<file path="src/design/cfg_check_pkg.sv">
// constants and types for the network configuration check block
package cfg_check_pkg;
  localparam int unsigned CLK_HZ = 10_000_000;
  localparam int unsigned HOLD_MS = 2000;
  localparam int unsigned HOLD_CYC = (CLK_HZ / 1000) * HOLD_MS;
  localparam int unsigned FLASH_MS = 250;
  localparam int unsigned FLASH_CYC = (CLK_HZ / 1000) * FLASH_MS;
  localparam int unsigned CNT_W = 25;
  localparam int unsigned MAX_MOD = 16;
  localparam int unsigned ID_W = 8;
  localparam int unsigned IDX_W = 5;

  typedef enum logic [1:0] {
    col_off,
    col_red,
    col_green,
    col_orange
  } colour_e;

  typedef enum logic [2:0] {
    st_scan,
    st_addr,
    st_compare,
    st_capture,
    st_store,
    st_ready,
    st_fault
  } phase_e;
endpackage

</file>
<file path="src/design/fieldbus_config_check_status.sv">
// configuration check, capture and LED indication of the network master port
`timescale 1ns/1ns
`default_nettype none
module fieldbus_config_check_status #(
  parameter int unsigned HOLD_CYCLES = cfg_check_pkg::HOLD_CYC,
  parameter int unsigned FLASH_CYCLES = cfg_check_pkg::FLASH_CYC
) (
  input wire logic core_clk,
  input wire logic rst,
  input wire logic config_button_n,
  input wire logic supply_short,
  input wire logic supply_ok,
  input wire logic scan_done,
  input wire logic [cfg_check_pkg::IDX_W-1:0] found_count,
  input wire logic [cfg_check_pkg::ID_W-1:0] found_id,
  input wire logic required_missing,
  input wire logic addr_done,
  input wire logic [cfg_check_pkg::IDX_W-1:0] mod_index,
  input wire logic project_present,
  input wire logic [cfg_check_pkg::IDX_W-1:0] project_count,
  input wire logic [cfg_check_pkg::ID_W-1:0] project_id,
  input wire logic project_compatible,
  output logic scan_start,
  output logic addr_start,
  output logic select_out,
  output logic network_ready,
  output logic data_exchange_en,
  output logic store_we,
  output logic target_valid,
  output logic [1:0] network_status_led,
  output logic [1:0] project_match_led,
  output logic module_supply_led
);
  // button and supply sense come from pins: three-stage sync
  logic [2:0] btn_sync_r;
  logic [2:0] sup_sync_r;
  logic [2:0] pow_sync_r;
  logic btn_held_r, btn_held_nxt;
  logic sup_r, sup_nxt;
  logic pow_r, pow_nxt;
  always_ff @(posedge core_clk) begin
    if (rst) begin
      btn_sync_r <= 3'h0;
      sup_sync_r <= 3'h0;
      pow_sync_r <= 3'h7;
      btn_held_r <= 1'b0;
      sup_r <= 1'b0;
      pow_r <= 1'b1;
    end else begin
      btn_sync_r <= {btn_sync_r[1:0], ~config_button_n};
      sup_sync_r <= {sup_sync_r[1:0], supply_short};
      pow_sync_r <= {pow_sync_r[1:0], supply_ok};
      btn_held_r <= btn_held_nxt;
      sup_r <= sup_nxt;
      pow_r <= pow_nxt;
    end
  end
  always_comb begin
    btn_held_nxt = (btn_sync_r[1] == btn_sync_r[2]) ? btn_sync_r[2] : btn_held_r;
    sup_nxt = (sup_sync_r[1] == sup_sync_r[2]) ? sup_sync_r[2] : sup_r;
    pow_nxt = (pow_sync_r[1] == pow_sync_r[2]) ? pow_sync_r[2] : pow_r;
  end
  // network supply coming up counts as a power-up; idle high, so no edge after reset
  logic pow_up;
  assign pow_up = pow_nxt && !pow_r;

  // long-press detector
  logic [cfg_check_pkg::CNT_W-1:0] hold_cnt_r, hold_cnt_nxt;
  logic long_press_r, long_press_nxt;
  always_comb begin
    hold_cnt_nxt = hold_cnt_r;
    long_press_nxt = 1'b0;
    if (!btn_held_r) begin
      hold_cnt_nxt = '0;
    end else if (hold_cnt_r < HOLD_CYCLES[cfg_check_pkg::CNT_W-1:0] - 1'b1) begin
      hold_cnt_nxt = hold_cnt_r + 1'b1;
    end else if (hold_cnt_r == HOLD_CYCLES[cfg_check_pkg::CNT_W-1:0] - 1'b1) begin
      hold_cnt_nxt = hold_cnt_r + 1'b1;
      long_press_nxt = 1'b1;
    end
  end
  always_ff @(posedge core_clk) begin
    if (rst) begin
      hold_cnt_r <= '0;
      long_press_r <= 1'b0;
    end else begin
      hold_cnt_r <= hold_cnt_nxt;
      long_press_r <= long_press_nxt;
    end
  end

  // retentive target table, flip-flops addressed by module index
  logic [cfg_check_pkg::ID_W-1:0] target_r [cfg_check_pkg::MAX_MOD];
  logic [cfg_check_pkg::IDX_W-1:0] target_cnt_r;
  logic tvalid_r;

  cfg_check_pkg::phase_e phase_r, phase_nxt;
  logic [cfg_check_pkg::IDX_W-1:0] cnt_nxt;
  logic tvalid_nxt;
  logic mismatch_r, mismatch_nxt;
  logic none_r, none_nxt;
  logic capture_r, capture_nxt;
  logic scan_start_nxt, addr_start_nxt, we_nxt;
  logic [cfg_check_pkg::ID_W-1:0] cur_target;
  assign cur_target = target_r[mod_index[cfg_check_pkg::IDX_W-2:0]];

  always_comb begin
    phase_nxt = phase_r;
    cnt_nxt = target_cnt_r;
    tvalid_nxt = tvalid_r;
    mismatch_nxt = mismatch_r;
    none_nxt = none_r;
    capture_nxt = capture_r;
    scan_start_nxt = 1'b0;
    addr_start_nxt = 1'b0;
    we_nxt = 1'b0;
    unique case (phase_r)
      cfg_check_pkg::st_scan: begin
        if (scan_done) begin
          none_nxt = (found_count == '0);
          if (found_count == '0) begin
            phase_nxt = cfg_check_pkg::st_fault;
          end else begin
            addr_start_nxt = 1'b1;
            phase_nxt = cfg_check_pkg::st_addr;
          end
        end
      end
      cfg_check_pkg::st_addr: begin
        if (addr_done) begin
          mismatch_nxt = capture_r ? 1'b0 : (found_count != target_cnt_r);
          phase_nxt = capture_r ? cfg_check_pkg::st_store : cfg_check_pkg::st_compare;
        end
      end
      cfg_check_pkg::st_compare: begin
        if (mod_index < found_count) begin
          if (found_id != cur_target) begin
            mismatch_nxt = 1'b1;
          end
        end else begin
          phase_nxt = (mismatch_r || required_missing || !tvalid_r) ?
                      cfg_check_pkg::st_fault : cfg_check_pkg::st_ready;
        end
      end
      cfg_check_pkg::st_capture: begin
        scan_start_nxt = 1'b1;
        phase_nxt = cfg_check_pkg::st_scan;
      end
      cfg_check_pkg::st_store: begin
        if (mod_index < found_count) begin
          we_nxt = 1'b1;
        end else begin
          cnt_nxt = found_count;
          tvalid_nxt = 1'b1;
          capture_nxt = 1'b0;
          mismatch_nxt = 1'b0;
          phase_nxt = cfg_check_pkg::st_ready;
        end
      end
      cfg_check_pkg::st_ready, cfg_check_pkg::st_fault: begin
        phase_nxt = phase_r;
      end
      default: begin
        phase_nxt = cfg_check_pkg::st_scan;
      end
    endcase
    if (pow_up && (phase_r == cfg_check_pkg::st_ready || phase_r == cfg_check_pkg::st_fault)) begin
      mismatch_nxt = 1'b0;
      none_nxt = 1'b0;
      phase_nxt = cfg_check_pkg::st_capture;
    end
    if (long_press_r && phase_r != cfg_check_pkg::st_scan &&
        phase_r != cfg_check_pkg::st_addr && phase_r != cfg_check_pkg::st_store) begin
      capture_nxt = 1'b1;
      phase_nxt = cfg_check_pkg::st_capture;
    end
  end

  always_ff @(posedge core_clk) begin
    if (rst) begin
      phase_r <= cfg_check_pkg::st_capture;
      capture_r <= 1'b0;
      target_cnt_r <= '0;
      tvalid_r <= 1'b0;
      mismatch_r <= 1'b0;
      none_r <= 1'b0;
      scan_start <= 1'b0;
      addr_start <= 1'b0;
      store_we <= 1'b0;
    end else begin
      phase_r <= (phase_r == cfg_check_pkg::st_capture && !capture_r && !long_press_r) ?
                 cfg_check_pkg::st_scan : phase_nxt;
      capture_r <= capture_nxt;
      target_cnt_r <= cnt_nxt;
      tvalid_r <= tvalid_nxt;
      mismatch_r <= mismatch_nxt;
      none_r <= none_nxt;
      scan_start <= scan_start_nxt || (phase_r == cfg_check_pkg::st_capture);
      addr_start <= addr_start_nxt;
      store_we <= we_nxt;
    end
  end
  always_ff @(posedge core_clk) begin
    if (we_nxt) begin
      target_r[mod_index[cfg_check_pkg::IDX_W-2:0]] <= found_id;
    end
  end

  // project comparison against stored target
  // verdict latched once per index walk, so one differing module cannot flicker it
  logic proj_acc_r, proj_acc_nxt;
  logic proj_same_r, proj_same_nxt;
  always_comb begin
    proj_acc_nxt = proj_acc_r;
    proj_same_nxt = proj_same_r;
    if (mod_index < target_cnt_r) begin
      proj_acc_nxt = proj_acc_r || (project_id != cur_target);
    end else begin
      proj_acc_nxt = 1'b0;
      proj_same_nxt = project_present && (project_count == target_cnt_r) && !proj_acc_r;
    end
  end
  always_ff @(posedge core_clk) begin
    if (rst) begin
      proj_acc_r <= 1'b0;
      proj_same_r <= 1'b0;
    end else begin
      proj_acc_r <= proj_acc_nxt;
      proj_same_r <= proj_same_nxt;
    end
  end

  logic [cfg_check_pkg::CNT_W-1:0] flash_cnt_r, flash_cnt_nxt;
  logic phase_on_r, phase_on_nxt;
  always_comb begin
    flash_cnt_nxt = flash_cnt_r + 1'b1;
    phase_on_nxt = phase_on_r;
    if (flash_cnt_r == FLASH_CYCLES[cfg_check_pkg::CNT_W-1:0] - 1'b1) begin
      flash_cnt_nxt = '0;
      phase_on_nxt = ~phase_on_r;
    end
  end

  cfg_check_pkg::colour_e net_col, prj_col;
  logic net_flash, prj_flash;
  logic ready_now;
  assign ready_now = (phase_r == cfg_check_pkg::st_ready);
  always_comb begin
    net_col = cfg_check_pkg::col_off;
    net_flash = 1'b0;
    if (sup_r || (phase_r == cfg_check_pkg::st_fault && none_r)) begin
      net_col = cfg_check_pkg::col_red;
    end else if (capture_r) begin
      net_col = cfg_check_pkg::col_orange;
      net_flash = 1'b1;
    end else if (!tvalid_r) begin
      net_col = cfg_check_pkg::col_off;
    end else if (phase_r == cfg_check_pkg::st_fault) begin
      net_col = cfg_check_pkg::col_red;
      net_flash = 1'b1;
    end else if (ready_now) begin
      net_col = cfg_check_pkg::col_green;
    end else begin
      net_col = cfg_check_pkg::col_green;
      net_flash = 1'b1;
    end
    prj_col = cfg_check_pkg::col_off;
    prj_flash = 1'b0;
    if (!project_present || !ready_now) begin
      prj_col = cfg_check_pkg::col_off;
    end else if (proj_same_r) begin
      prj_col = cfg_check_pkg::col_green;
    end else if (project_compatible) begin
      prj_col = cfg_check_pkg::col_green;
      prj_flash = 1'b1;
    end else begin
      prj_col = cfg_check_pkg::col_red;
    end
  end

  always_ff @(posedge core_clk) begin
    if (rst) begin
      flash_cnt_r <= '0;
      phase_on_r <= 1'b0;
      network_status_led <= 2'h0;
      project_match_led <= 2'h0;
      module_supply_led <= 1'b0;
      network_ready <= 1'b0;
      data_exchange_en <= 1'b0;
      target_valid <= 1'b0;
      select_out <= 1'b0;
    end else begin
      flash_cnt_r <= flash_cnt_nxt;
      phase_on_r <= phase_on_nxt;
      network_status_led <= (net_flash && !phase_on_r) ? 2'h0 : net_col;
      project_match_led <= (prj_flash && !phase_on_r) ? 2'h0 : prj_col;
      module_supply_led <= pow_r && !sup_r;
      network_ready <= ready_now;
      data_exchange_en <= ready_now && project_present && proj_same_r;
      target_valid <= tvalid_r;
      select_out <= (phase_r == cfg_check_pkg::st_addr);
    end
  end
endmodule // fieldbus_config_check_status
`default_nettype wire

</file>
<file path="config.mk">
export PLATFORM = sky130hd
export DESIGN_NAME = fieldbus_config_check_status
export DESIGN_NICKNAME = d
export VERILOG_FILES = /design/src/design/cfg_check_pkg.sv /design/src/design/fieldbus_config_check_status.sv
export SDC_FILE = /design/constraint.sdc
export NUM_CORES = 1
export LEC_CHECK = 0
export CORE_MARGIN = 2
export CORE_UTILIZATION = 53
export DETAILED_ROUTE_END_ITERATION = 10
export DONT_BUFFER_PORTS = 1
export PLACE_DENSITY_LB_ADDON = 0.1
export SKIP_LAST_GASP = 1
export SLEW_MARGIN = 30
export SYNTH_ARGS = -nofsm -noshare
export SYNTH_HDL_FRONTEND = slang
export SYNTH_SLANG_ARGS = --single-unit
</file>
<file path="constraint.sdc">
create_clock -name core_clk -period 8.8 [get_ports core_clk]
set_input_delay 0.44 -clock core_clk [delete_from_list [all_inputs] [get_ports core_clk]]
set_output_delay 0.44 -clock core_clk [all_outputs]
set_load 0.02 [all_outputs]
</file>
==> impl_metrics.csv <==
group,metric,value,unit
finish,drive_above_1_share,11.70,%
sta,final-hold-violation-count,0,
logic_synthesis,synth_top_area_cells,"edfxtp_1 (40%), dfxtp_1 (19%), mux4_2 (5.7%), xor2_1 (5.1%), nor2_1 (3.2%)",
global_routing,grt_remaining_overflow,0,
worst_setup_path,cp-endpoint,"target_r[3][5]$_DFFE_PP_",
logic_synthesis,synthMostInstantiatedCell,"edfxtp_1",
global_routing,grt_max_degree,48,
worst_setup_path,critical-path-top-cell-by-count,"a21o_1",
logic_synthesis,ys.warnings.count,0,
logic_synthesis,synthesis.area_per_instance,12.66,um^2
placed_design,dp_hpwl,13360,um
sta,post-route-period-util,34.69,%
min_path,hold_class,"in -> reg",
floorplan,chipWidth,138.1,um
global_routing,grt_use_total,21.07,%
sta,fin_tns_setup,0,ps
finish,inserted_diodes,0,
logic_synthesis,post_synth_net_total,804,
logic_synthesis,synth_ff_type,"edfxtp_1",
worst_setup_path,cpLargestDelayFamily,"simple AND/OR/NAND/NOR gates",
sta,max_freq,327.6,MHz
placed_design,final_replace_weighted_congestion,0.8579,
job,maxCapViolations,0,
sta,measured_slew_at_the_worst_slew_check_pin,908.2,ps
worst_setup_path,rr_endpoint,"target_r[3][5]$_DFFE_PP_",
logic_synthesis,synth.cells.most_frequent,"edfxtp_1 (128), dfxtp_1 (90), nor2_1 (81)",
floorplan,floorplan.core_area,17780,um^2
clock_network,clock_sinks,218,
sta,timing.final.max_slew_violations,0,
placed_design,place_ws,5203,ps
worst_setup_path,path_buf_inv,2,
worst_setup_path,timing.critical_path.to_type,"register",
sta,skew,21.88,ps
clock_network,cts_root_buf,"clkbuf_16",
clock_network,tritoncts.num_buffers,22,
worst_setup_path,worstSetupStartpointType,"input pin",
floorplan,floorplan.io_pins,53,
logic_synthesis,count_of_flip_flops_with_a_built_in_enable_after_synthesis,128,
logic_synthesis,synth_seq_cells,218,
clock_network,cts.htree.levels,1,
logic_synthesis,post-synth-top-area-cell,"edfxtp_1",
worst_setup_path,path_depth,9,
floorplan,die_span_y,138.1,um
power,max-vdd-ir-drop,135.3,uV
global_routing,number_of_global_route_vias_before_repair,5891,
sta,rsz0062_at_grt,"no",
sta,final_period_minus_worst_setup_slack,3053,ps
drt,antenna_violating_nets_left,0,
global_routing,initial_antenna_violation_count,0,
global_routing,grt_pass1_wl,32250,um
worst_setup_path,cp_slowest_cell,"nor4_1",
sta,post-route-worst-setup-slack,5747,ps
floorplan,row_count,49,
finish,postLayoutCoreUtil,59.15,%
sta,finalSetupViolations,0,
drt,drt_pass1_iterations,5,
logic_synthesis,synth_area,9530,um^2
drt,routed_wire_length_per_instance,19.93,um
clock_network,clock_latency,510,ps
clock_network,number_of_buffers_on_the_longest_clock_path,3,
worst_setup_path,cp_data_required_time,9010,ps
sta,slew_headroom,39.30,%
power,leakagePower,0.003518,uW
worst_setup_path,reg2reg_from,"phase_r[2]$_SDFFE_PP0P_",
finish,layout-area-overhead-vs-synth,10.34,%
worst_setup_path,worstPathCellList,"inv_1 -> ha_1 -> a21o_1 -> a21o_1 -> a21o_1 -> a21oi_1 -> nand3_2 -> nor4_1 -> buf_4",
floorplan,floorplan.die_area,19070,um^2
logic_synthesis,synth.lib_cells_used.distinct,65,
worst_setup_path,critPathArrivalTime,3260,ps
logic_synthesis,synth_async_sr_flop_share,0,%
clock_network,post_cts_resized,0,
worst_setup_path,timing.critical_path.slowest_cell_delay,830,ps
drt,average_via_count_per_standard_cell,5.908,
finish,fin_cells,998,
drt,detailroute.via_count,5896,
logic_synthesis,ys_seq_area_share,59.24,%
clock_network,tritoncts_clock_tree,"done",
floorplan,start_util,53.60,%
logic_synthesis,synth_largest_type_area_fraction,40.33,%
outcome,outcome,"completed",
power,cellPowerDensity,200.1,nW/um^2
clock_network,postCtsSetupBuffers,0,
drt,route.detailed.drc,0,
placed_design,place.port_buffers,0,
worst_setup_path,crit_start,"found_count[1]",
worst_setup_path,critPathMaxFanout,17,
drt,routed_wl,19890,um
clock_network,worst_setup_hold_path_clk_slew,60,ps
drt,first_iter_violations,376,
worst_setup_path,worst_reg2reg_path_depth,3,
logic_synthesis,synth_cells,753,
worst_setup_path,regToRegSetupSlack,5980,ps
finish,final_net_count,806,
worst_setup_path,crit_type,"in -> reg",
placed_design,place_inst,956,
-- routing by layer --
metal | GRT usage [%] | wire, um
met4 | 5.747 | 301
met5 | 0 | 0
met2 | 34.60 | 9796
met3 | 3.706 | 1062
met1 | 29.28 | 8732
-- power by group --
group / leakage (uW) / internal [uW] / switching [uW] / total [uW]
combinational: 0.00130 / 49.4 / 47.8 / 97.2
sequential: 0.00188 / 1090 / 12.5 / 1100
clock: 0.000343 / 547 / 362 / 908
total: 0.00352 / 1680 / 422 / 2100
-- sequential cells by signal, indices dropped and copies added, names as in the netlist, 2 cells and up --
name / cells
project_match_led: 2
target_cnt_r: 5
pow_sync_r: 3
target_r: 128
flash_cnt_r: 25
hold_cnt_r: 25
network_status_led: 2
phase_r: 3
sup_sync_r: 3
btn_sync_r: 3
-- cells in the final DEF, fill, tap and decap left out, types with 7 or more instances in the layout --
cell and count:
a21oi_1 21, nand2b_1 10, nor2_1 81, nand2_1 36, a21o_1 7, mux4_2 24
nor3_1 15, ha_1 10, o21ai_0 10, nor3_2 9, nand3_1 24, nor4_1 10
clkbuf_16 22, and3_1 8, dfxtp_1 90, inv_1 16, nor2b_1 9, xnor2_1 29
nand4_1 14, xor2_1 56, mux2_2 7, mux2i_1 24, edfxtp_1 128
-- per-stage QoR --
stage               area, um^2  total power [uW]  hold WS, ps
floorplan                 9530              1209        389.5
global placement          9711              1212        401.5
detailed placement        9722              1214        404.5
CTS                      10470              2127        4.289
global route             10520              2176        4.221
finish                   10520              2104        22.85
-- worst register-to-register path: stages, from the launching register on --
cell	delay [ps]
dfxtp_1	750
nand3_2	660
nor4_1	840
buf_4	270
-- layout make-up --
type	count	area [um^2]
flip-flops and latches	218	5645
fillers	1411	7263
inverters	16	60.06
clock buffers	26	565.5
multi-input cells	490	3752
repair buffers	7	62.56
clock inverters	12	143.9
well taps	229	286.5
-- worst min path at each step --
stage,to,depth (start not counted),from
2_1_floorplan,pow_sync_r[1]$_SDFF_PP1_,1,pow_sync_r[0]$_SDFF_PP1_
3_3_place_gp,pow_sync_r[1]$_SDFF_PP1_,1,pow_sync_r[0]$_SDFF_PP1_
3_5_place_dp,pow_sync_r[1]$_SDFF_PP1_,1,pow_sync_r[0]$_SDFF_PP1_
4_1_cts,target_r[15][5]$_DFFE_PP_,0,found_id[5]
5_1_grt,target_r[14][0]$_DFFE_PP_,0,found_id[0]
6_report,target_r[15][0]$_DFFE_PP_,0,found_id[0]
-- cells by family (layout without fill, tap and decap cells) --
family	Yosys count	count (layout)	synth area share [%]
mux	61	61	9.965
fa+ha+maj	10	10	1.313
simple gates	254	254	13.51
buf+inv	45	61	2.245
xor+xnor	85	85	7.811
compound gates	80	80	5.921
flops	218	218	59.24
-- timing repair --
action / 4_1_cts / 5_1_grt
endpoints found under the hold margin: 22 / 0
hold buffers: 4 / 0
endpoints found under the setup margin: 0 / 0
No activity file was read; power rests on OpenSTA's default activity.
